<file path="config.mk">
export PLATFORM = sky130hd
export DESIGN_NAME = css_selector
export DESIGN_NICKNAME = d
export VERILOG_FILES = /design/src/inc/css_pkg.sv /design/src/verilog/css_selector.sv
export SDC_FILE = /design/constraint.sdc
export NUM_CORES = 1
export LEC_CHECK = 0
export ABC_AREA = 0
export BUFFER_PORTS_ARGS = -buffer_cell sky130_fd_sc_hd__buf_2
export CAP_MARGIN = 20
export CORE_UTILIZATION = 48
export CTS_CLUSTER_SIZE = 25
export DETAILED_ROUTE_END_ITERATION = 10
export PLACE_DENSITY = 0.91
export SETUP_SLACK_MARGIN = 0.4
export SYNTH_ARGS = -nofsm -noshare
export SYNTH_HDL_FRONTEND = slang
export SYNTH_SLANG_ARGS = --single-unit
</file>
<file path="constraint.sdc">
create_clock -name clk_i -period 2.1 [get_ports clk_i]
set_input_delay 0.21 -clock clk_i [delete_from_list [all_inputs] [get_ports clk_i]]
set_output_delay 0.21 -clock clk_i [all_outputs]
set_load 0.01 [all_outputs]
</file>
<file path="src/inc/css_pkg.sv">
/*
  css_pkg: constants for the control signal source selector.
  Assumes a Wishbone classic register slave with 32-bit data.
*/
package css_pkg;

  // selection codes
  localparam logic [11:0] SEL_ON        = 12'h006;
  localparam logic [11:0] SEL_OFF       = 12'h007;
  localparam logic [11:0] SEL_RELEASE   = 12'h046;
  localparam logic [11:0] SEL_IN_LAST   = 12'h04D;
  localparam logic [11:0] SEL_OVERTEMP  = 12'h0AA;
  localparam logic [11:0] SEL_DOUT_ONE  = 12'h0AF;
  localparam logic [11:0] SEL_RELAY     = 12'h0B0;
  localparam logic [11:0] SEL_SHARED    = 12'h0B1;
  localparam logic [11:0] SEL_PCT_REACH = 12'h0B2;
  localparam logic [11:0] SEL_MAINS     = 12'h0B3;
  localparam logic [11:0] SEL_BREAKER   = 12'h0B4;
  localparam logic [11:0] SEL_MFO       = 12'h0B5;
  localparam logic [11:0] SEL_APP_MASK  = 12'h0D7;
  localparam logic [11:0] SEL_APP_WARN  = 12'h0D8;
  localparam logic [11:0] SEL_BACKLASH  = 12'h0DB;
  localparam logic [11:0] SEL_SVC_DCL   = 12'h108;
  localparam logic [11:0] SEL_SVC_FAN   = 12'h109;
  localparam logic [11:0] SEL_INV_FIRST = 12'h10E;
  localparam logic [11:0] SEL_INV_LAST  = 12'h115;
  localparam logic [11:0] SEL_SAFE_A_N  = 12'h11C;
  localparam logic [11:0] SEL_SAFE_B_N  = 12'h11D;
  localparam logic [11:0] SEL_SAFE_A    = 12'h124;
  localparam logic [11:0] SEL_SAFE_B    = 12'h125;
  localparam logic [11:0] SEL_POWER_ON  = 12'h143;
  localparam logic [11:0] SEL_ENERGY    = 12'h1D7;

  // mode values
  localparam logic [1:0] SVC_ALARM      = 2'h2;
  localparam logic [1:0] ES_MANUAL      = 2'h1;
  localparam logic [1:0] ES_AUTO        = 2'h2;
  localparam logic [2:0] LR_CONTACT     = 3'h0;
  localparam logic [2:0] LR_3WIRE_A     = 3'h4;
  localparam logic [2:0] LR_3WIRE_B     = 3'h5;

  // register map, byte offsets
  localparam logic [3:0] REG_SELECT     = 4'h0;
  localparam logic [3:0] REG_MODES      = 4'h4;
  localparam logic [3:0] REG_STATUS     = 4'h8;

  // field positions in the mode register
  localparam int MODE_LR_LSB   = 0;
  localparam int MODE_DCL_LSB  = 4;
  localparam int MODE_FAN_LSB  = 6;
  localparam int MODE_ES_LSB   = 8;

  localparam logic [11:0] SELECT_RST = 12'h007;
  localparam logic [9:0]  MODES_RST  = 10'h000;

endpackage

</file>
<file path="src/verilog/css_selector.sv">
/*
  css_selector: picks one drive-internal logic signal by selection code and
  registers it. Assumes sources from monitoring logic arrive on clk_i;
  terminal and safety inputs arrive asynchronously and are synchronised here.
*/
`timescale 1ns/10ps

module css_selector
  import css_pkg::*;
(
  input  wire logic        clk_i,
  input  wire logic        rst_i,
  input  wire logic        ce_i,
  // wishbone classic slave
  input  wire logic        cyc_i,
  input  wire logic        stb_i,
  input  wire logic        we_i,
  input  wire logic [3:0]  adr_i,
  input  wire logic [3:0]  sel_i,
  input  wire logic [31:0] dat_i,
  output logic      [31:0] dat_o,
  output logic             ack_o,
  // asynchronous terminal inputs
  input  wire logic        safety_enable_a_i,
  input  wire logic        safety_enable_b_i,
  input  wire logic        digital_input_one_i,
  input  wire logic        digital_input_two_i,
  input  wire logic        digital_input_three_i,
  input  wire logic        digital_input_four_i,
  input  wire logic        digital_input_five_i,
  input  wire logic        multifunction_input_one_i,
  input  wire logic        multifunction_input_two_i,
  // remote-mode equivalents, same clock
  input  wire logic        remote_release_i,
  input  wire logic [6:0]  remote_inputs_i,
  // monitoring sources, same clock
  input  wire logic        heat_sink_warn_i,
  input  wire logic        inside_warn_i,
  input  wire logic        digital_output_one_i,
  input  wire logic        relay_output_i,
  input  wire logic        shared_terminal_output_i,
  input  wire logic        pct_reached_i,
  input  wire logic        mains_failed_i,
  input  wire logic        power_reg_active_i,
  input  wire logic        breaker_trip_i,
  input  wire logic        multifunction_output_digital_i,
  input  wire logic        app_mask_critical_i,
  input  wire logic        app_warning_i,
  input  wire logic        deviation_in_band_i,
  input  wire logic        dcl_service_expired_i,
  input  wire logic        fan_service_expired_i,
  input  wire logic        mains_present_i,
  input  wire logic        precharge_done_i,
  input  wire logic        energy_switch_on_i,
  output logic             selected_o
);

  localparam int NSYNC = 9;

  logic [11:0]      select_q;
  logic [9:0]       modes_q;
  logic [NSYNC-1:0] meta_q;
  logic [NSYNC-1:0] sync_q;
  logic             selected_d;
  logic             ack_d;
  logic             bus_req;
  logic [31:0]      rdata;
  logic [7:0]       in_vec;
  logic             contacts_ok;
  logic [2:0]       lr_mode;
  logic [1:0]       dcl_mode;
  logic [1:0]       fan_mode;
  logic [1:0]       es_mode;
  logic [31:0]      select_wr;
  logic [31:0]      modes_wr;

  // byte-lane merge of a write
  function automatic logic [31:0] merge(input logic [31:0] old, input logic [31:0] wr,
                                        input logic [3:0] be);
    logic [31:0] r;
    r = old;
    for (int i = 0; i < 4; i++) begin
      if (be[i]) begin
        r[i*8 +: 8] = wr[i*8 +: 8];
      end
    end
    return r;
  endfunction

  assign bus_req  = cyc_i & stb_i & ~ack_o;
  assign lr_mode  = modes_q[MODE_LR_LSB +: 3];
  assign dcl_mode = modes_q[MODE_DCL_LSB +: 2];
  assign fan_mode = modes_q[MODE_FAN_LSB +: 2];
  assign es_mode  = modes_q[MODE_ES_LSB +: 2];

  // lane-merged write values
  assign select_wr = merge({20'h00000, select_q}, dat_i, sel_i);
  assign modes_wr  = merge({22'h000000, modes_q}, dat_i, sel_i);

  // two-flop synchroniser for pins
  always_ff @(posedge clk_i) begin
    if (rst_i) begin
      meta_q <= '0;
      sync_q <= '0;
    end else if (ce_i) begin
      meta_q <= {multifunction_input_two_i, multifunction_input_one_i,
                 digital_input_five_i, digital_input_four_i, digital_input_three_i,
                 digital_input_two_i, digital_input_one_i,
                 safety_enable_b_i, safety_enable_a_i};
      sync_q <= meta_q;
    end
  end

  assign contacts_ok = (lr_mode == LR_CONTACT) || (lr_mode == LR_3WIRE_A) ||
                       (lr_mode == LR_3WIRE_B);

  always_comb begin
    if (contacts_ok) begin
      in_vec = {sync_q[8:2], sync_q[0] & sync_q[1]};
    end else begin
      in_vec = {remote_inputs_i, remote_release_i};
    end
  end

  // register writes
  always_ff @(posedge clk_i) begin
    if (rst_i) begin
      select_q <= SELECT_RST;
      modes_q  <= MODES_RST;
    end else if (ce_i && bus_req && we_i) begin
      if (adr_i == REG_SELECT) begin
        select_q <= select_wr[11:0];
      end
      if (adr_i == REG_MODES) begin
        modes_q <= modes_wr[9:0];
      end
    end
  end

  // read mux, unmapped reads zero
  always_comb begin
    unique case (adr_i)
      REG_SELECT: rdata = {20'h00000, select_q};
      REG_MODES:  rdata = {22'h000000, modes_q};
      REG_STATUS: rdata = {31'h00000000, selected_o};
      default:    rdata = 32'h00000000;
    endcase
  end

  assign ack_d = bus_req;

  always_ff @(posedge clk_i) begin
    if (rst_i) begin
      ack_o <= 1'b0;
      dat_o <= 32'h00000000;
    end else if (ce_i) begin
      ack_o <= ack_d;
      dat_o <= ack_d ? rdata : 32'h00000000;
    end
  end

  // source selection
  always_comb begin
    selected_d = 1'b0;
    if (select_q >= SEL_RELEASE && select_q <= SEL_IN_LAST) begin
      selected_d = in_vec[3'(select_q - SEL_RELEASE)];
    end else if (select_q >= SEL_INV_FIRST && select_q <= SEL_INV_LAST) begin
      selected_d = ~in_vec[3'(select_q - SEL_INV_FIRST)];
    end else begin
      unique case (select_q)
        SEL_ON:        selected_d = 1'b1;
        SEL_OVERTEMP:  selected_d = heat_sink_warn_i | inside_warn_i;
        SEL_DOUT_ONE:  selected_d = digital_output_one_i;
        SEL_RELAY:     selected_d = relay_output_i;
        SEL_SHARED:    selected_d = shared_terminal_output_i;
        SEL_PCT_REACH: selected_d = pct_reached_i;
        SEL_MAINS:     selected_d = mains_failed_i & power_reg_active_i;
        SEL_BREAKER:   selected_d = breaker_trip_i;
        SEL_MFO:       selected_d = multifunction_output_digital_i;
        SEL_APP_MASK:  selected_d = app_mask_critical_i;
        SEL_APP_WARN:  selected_d = app_warning_i;
        SEL_BACKLASH:  selected_d = deviation_in_band_i;
        SEL_SVC_DCL:   selected_d = dcl_service_expired_i & (dcl_mode == SVC_ALARM);
        SEL_SVC_FAN:   selected_d = fan_service_expired_i & (fan_mode == SVC_ALARM);
        SEL_SAFE_A_N:  selected_d = ~sync_q[0];
        SEL_SAFE_B_N:  selected_d = ~sync_q[1];
        SEL_SAFE_A:    selected_d = sync_q[0];
        SEL_SAFE_B:    selected_d = sync_q[1];
        SEL_POWER_ON:  selected_d = mains_present_i & precharge_done_i;
        SEL_ENERGY:    selected_d = energy_switch_on_i &
                                    ((es_mode == ES_MANUAL) || (es_mode == ES_AUTO));
        default:       selected_d = 1'b0;
      endcase
    end
  end

  always_ff @(posedge clk_i) begin
    if (rst_i) begin
      selected_o <= 1'b0;
    end else if (ce_i) begin
      selected_o <= selected_d;
    end
  end

endmodule // css_selector

</file>
# After elaboration in Yosys (flattened, before gate mapping)

Cells that the tools add are included.

Input bits: 81
Bits in read-only memories: 0
Memories: 0
Bits in writable memories: 0
Output and inout port bits: 34
Bits in latches: 0
Logic and storage cells: 81
Register bits after elaboration: 74

Reductions and logical operators: 13
$lt $le $gt $ge: 6
Div/mod/pow operators: 0
Shifts and indexed selects: 0
Equality and inequality tests: 28
Mux-type cells: 10
Bitwise operators: 13
Multiply operators: 0
Add/sub/neg operators: 2

Operators by type and width:

| cell                                                                | count |
|---|---|
| equality test 12 x 8 -> 1 bit (second input constant)               | 11 |
| equality test 12 x 9 -> 1 bit (second input constant)               | 8 |
| case mux 12 bit (3 select lines)                                    | 1 |
| two-way mux 32 bit                                                  | 1 |
| case mux 1 bit (20 select lines)                                    | 1 |
| equality test 12 x 3 -> 1 bit (second input constant)               | 1 |
| greater-or-equal comparator 12 x 7 -> 1 bit (second input constant) | 1 |
| greater-or-equal comparator 12 x 9 -> 1 bit (second input constant) | 1 |
| <= comparator 12 x 7 -> 1 bit (second input constant)               | 1 |
| <= comparator 12 x 9 -> 1 bit (second input constant)               | 1 |
| AND reduction 3 bit                                                 | 4 |
| AND 1 bit                                                           | 8 |
| less-than comparator 3 x 4 -> 1 bit (second input constant)         | 2 |
| two-way mux 8 bit                                                   | 1 |
| binary-select mux 1 bit (select 3 bit)                              | 2 |
| equality test 2 bit (second input constant)                         | 3 |
| equality test 3 bit (second input constant)                         | 2 |
| subtractor 3 bit (second input constant)                            | 2 |
| equality test 4 x 3 -> 1 bit (second input constant)                | 1 |
| equality test 4 bit (second input constant)                         | 1 |
| logical AND 1 bit                                                   | 4 |
| logical NOT 4 bit                                                   | 1 |
| two-way mux 1 bit                                                   | 4 |
| inverter 1 bit                                                      | 4 |
| 4 further kinds                                                     | 6 |

# Longest topological paths before layout

Depth in word-level cells: 9
Depth in mapped cells: 8
Gate-level depth less buffers: 7

# Worst setup path after synthesis

Ideal clock, no wire load.

Path type: reg2reg
Start point: register select_q[0]
End point: register selected_o
Cell stages (with the launch flop): 7
Clock period less this slack: 1.563 ns
Slack: 0.537 ns
Data arrival time: 1.445 ns
Cells stage by stage: dfxtp_1 buf_2 mux4_2 mux2i_1 mux2i_1 mux2i_1 o2bb2ai_1

Cells in the longest elaborated chain, start to end: 6
Elaborated cells between the ends (all ways): 36

RTL lines:

| element                                 | line                                     | text |
|---|---|---|
| from (decl)                             | css_selector.sv:60                       | `logic [11:0] select_q;` |
| from (signal assigned)                  | css_selector.sv:132                      | `select_q <= select_wr[11:0];` |
| subtractor 3 bit                        | css_selector.sv:166, css_selector.sv:168 |  |
| binary-select mux 1 bit (select 3 bit)  | css_selector.sv:166, css_selector.sv:168 |  |
| two-way mux 1 bit (implied by the code) | css_selector.sv:166, css_selector.sv:168 |  |
| inverter 1 bit                          | css_selector.sv:168                      | `selected_d = ~in_vec[3'(select_q - SEL_INV_FIRST)];` |
| two-way mux 1 bit                       | css_selector.sv:167                      | `end else if (select_q >= SEL_INV_FIRST && select_q <= SEL_INV_LAST) begin` |
| two-way mux 1 bit (*)                   | css_selector.sv:165                      | `if (select_q >= SEL_RELEASE && select_q <= SEL_IN_LAST) begin` |
| to (signal assigned)                    | css_selector.sv:201                      | `selected_o <= selected_d;` |
| to (decl)                               | css_selector.sv:55                       | `output logic selected_o` |

Mark *: on every way between the ends. The rest lies on a longest branch, timed or not. The select of a mux whose other input is x is not followed.
A chain may end at the register's enable or synchronous reset.

# Final worst setup path

Start point: register select_q[8]
End point: register selected_o

Cells in the longest elaborated chain, start to end: 4
Elaborated cells between the ends (all ways): 29

RTL lines:

| element                                                                      | line |
|---|---|
| greater-or-equal comparator 12 x 9 -> 1 bit, or another cell as far along    | css_selector.sv:167 |
| logical AND 1 bit / case mux 1 bit (20 select lines) (equally long branches) | css_selector.sv:167, css_selector.sv:170 |
| two-way mux 1 bit                                                            | css_selector.sv:167 |
| two-way mux 1 bit (*)                                                        | css_selector.sv:165 |

Mark *: on every way between the ends. The rest lies on a longest branch, timed or not.

==> flow_summary.yaml <==
outcome:
  status: "finished clean"
timing:
  fin_ws_ps: 450
  relSlewSlack: 0.575
  fin_crit_ps: 1650
  setup-tns-final_ps: 0
  rsz0062_at_grt: "false"
  setup_viol: 0
  period_share: 0.786
  hold_viol: 0
  slew_violations: 0
  fmax_ghz: 0.606
  worst_pin_slew_ps: 638
  skew_ps: 12.1
route:
  vias: 2587
  wl_per_cell_microns: 14.8
  drcViolationCount: 0
  drtAntennaViolNets: 0
  firstDrtPassIters: 6
  viasPerCell: 5.62
  drt_iter0_drc: 185
  wl_microns: 6820
final_layout:
  syn2layout_area_growth_pct: 17.7
  drive_above_1_share: 0.273
  post-route-util: 0.596
  fill_cells: 463
  diodes: 0
  finalNetCount: 469
  design_area_sq_um: 3320
synthesis:
  synthArstFlopShare: 0
  synthTopCellsByArea: "dfxtp_1 38%, mux2i_1 15%, nor2_1 8.7%"
  yosys.area.top_type: "dfxtp_1"
  syn_inst: 317
  seq_area_frac_synth: 0.383
  ys_top_cells_by_count: "65 x nor2_1, 54 x dfxtp_1, 41 x mux2i_1"
  ys_types: 48
  yosys_most_used_dff: "dfxtp_1"
  yosysMostFrequentCell: "nor2_1"
  avgSynthCellArea_sq_um: 8.90
  ys_ff_latch: 54
  synth_edf_count: 0
  ys_warn_count: 0
  yosysTopAreaCellShare: 0.383
  syn_area_sq_um: 2820
worst_hold_path:
  min_path_cells: 2
  hp-class: "primary input to flop"
  hold_end: "select_q[2]$_SDFFE_PP1P_"
  hold_start: "dat_i[2]"
worst_setup_path:
  required_ps: 2350
  r2r_cells: 6
  rrSetupSlack_ps: 450
  crit_type: "flop to flop"
  r2r-start: "select_q[8]$_SDFFE_PP0P_"
  cp.arrival_ps: 1900
  endpoint_kind: "flop"
  critPathMaxFanout: 7
  cp-start-kind: "flop"
  cp_num_buf_inv: 0
  slowest_delay_ps: 420
  crit_chain: "nor4_4 > nand3_1 > o21bai_1 > a31oi_1 > nand4b_1 > o2bb2ai_1"
  rr_endpoint: "selected_o$_SDFFE_PP0P_"
  crit_slowest_cell: "dfxtp_1"
  cp_top_family: "simple AND/OR/NAND/NOR gates"
global_route:
  grt_max_degree: 38
  track_usage: 0.216
  grt_pass1_wl_microns: 10400
  antenna_found_initial: 0
  grt_pass1_vias: 2365
  grt-ovfl-total: 0
placement:
  io_buffers: 72
  gp_congestion: 0.912
  post_dp_cell_area_sq_um: 3160
  place_ws_ps: 266
  dpl.hpwl_microns: 4930
cts:
  cts.path.max_buffers: 2
  clock_latency_ps: 320
  cts_tree: "yes"
  cts.clk_slew.worst_paths_ps: 110
  cts_root_buf: "clkbuf_8"
  cts_max_level: 2
  cts-buffers-inserted: 5
  ctsHoldBuffers: 0
  cts_sinks: 54
die:
  die_x_microns: 78.7
  coreArea_sq_um: 5570
  die_h_microns: 78.7
  fp.dieArea_sq_um: 6190
  num_rows: 27
  ioPinCount: 115
  initial_core_util: 0.506
run:
  maxCapViolations: 0
pwr:
  leakage_nw: 1.44
  power_density_nw_per_um2: 559
  ir_drop_uv: 328
  finalPower_mw: 1.85
cells in the final DEF (no fill, tap or decap), types with 3 or more instances in the layout:
cell / n
clkbuf_8: 5
nor2b_1: 6
a31oi_1: 3
nand3_1: 4
nand4b_1: 3
mux2i_1: 41
nand4_1: 4
a21oi_1: 17
nand2_1: 12
buf_4: 9
buf_2: 72
nor2_1: 65
mux4_2: 4
dfxtp_1: 51
conb_1: 20
o21ai_0: 4
inv_1: 3
a22oi_1: 12
nor3_1: 3
o21ai_1: 4
a211o_1: 3
and4b_1: 3
worst reg2reg max path: stages, from the launching register on:
cell	delay, ps
dfxtp_1	420
nor4_4	340
nand3_1	150
o21bai_1	190
a31oi_1	220
nand4b_1	150
o2bb2ai_1	120
report_power, final:
group	total [mW]	internal, mW	leakage, nW	switching [mW]
Clock	0.617	0.246	0.0491	0.371
Combinational	0.185	0.0814	0.959	0.103
Sequential	1.05	1.04	0.437	0.0124
flip-flops by register name, summed over array words and instances (netlist names):
| name | cells |
|---|---|
| modes_q | 10 |
| meta_q | 9 |
| ack_o | 1 |
| select_q | 12 |
| sync_q | 9 |
| dat_o | 12 |
| selected_o | 1 |
routing by layer:
| metal | part of all wire | global-route usage |
|---|---|---|
| met5 | 0 | 0 |
| met3 | 0.061 | 0.0500 |
| met1 | 0.38 | 0.238 |
| met2 | 0.52 | 0.373 |
| met4 | 0.041 | 0.133 |
area by class of cell:
| type | instances | area (sq um) | area share |
|---|---|---|---|
| multi-input combinational | 240 | 1600 | 0.481 |
| sequential | 54 | 1090 | 0.327 |
| timing repair buffer | 82 | 435 | 0.131 |
| tap | 72 | 90.1 | 0.0271 |
| clock buffer | 5 | 68.8 | 0.0207 |
| clock inverter | 3 | 26.3 | 0.00791 |
| inverter | 4 | 15.0 | 0.00452 |
worst max-delay path by stage:
stage / start / endpoint / cells after the start
6_report: select_q[8]$_SDFFE_PP0P_ / selected_o$_SDFFE_PP0P_ / 6
5_1_grt: select_q[0]$_SDFFE_PP1P_ / selected_o$_SDFFE_PP0P_ / 6
4_1_cts: select_q[0]$_SDFFE_PP1P_ / selected_o$_SDFFE_PP0P_ / 6
3_5_place_dp: select_q[0]$_SDFFE_PP1P_ / selected_o$_SDFFE_PP0P_ / 6
3_3_place_gp: select_q[0]$_SDFFE_PP1P_ / selected_o$_SDFFE_PP0P_ / 6
2_1_floorplan: select_q[0]$_SDFFE_PP1P_ / selected_o$_SDFFE_PP0P_ / 6
kinds of logic after synthesis:
family	Yosys count	share of synthesized area
AND/OR/NAND/NOR	118	0.216
flip-flops	54	0.383
AO/OA/AOI/OAI	53	0.122
multiplexers	46	0.181
buffers and inverters	42	0.0856
XOR/XNOR	2	0.00621
adder cells (fa/ha/maj)	1	0.00444
other	1	0.00133
what timing repair did:
item	in CTS	in global routing
gates resized for setup	3	7
endpoints found under the hold margin	0	0
setup buffers	0	4
endpoints found under the setup margin	1	1
pin swaps	0	1
metrics by stage:
| stage | cells | hold slack, ps |
|---|---|---|
| after floorplan | 336 | 328 |
| after global placement | 448 | 432 |
| after detailed placement | 448 | 442 |
| after CTS | 456 | 122 |
| after global routing | 460 | 122 |
| final | 460 | 122 |
Power figures use the tool's default switching activity.
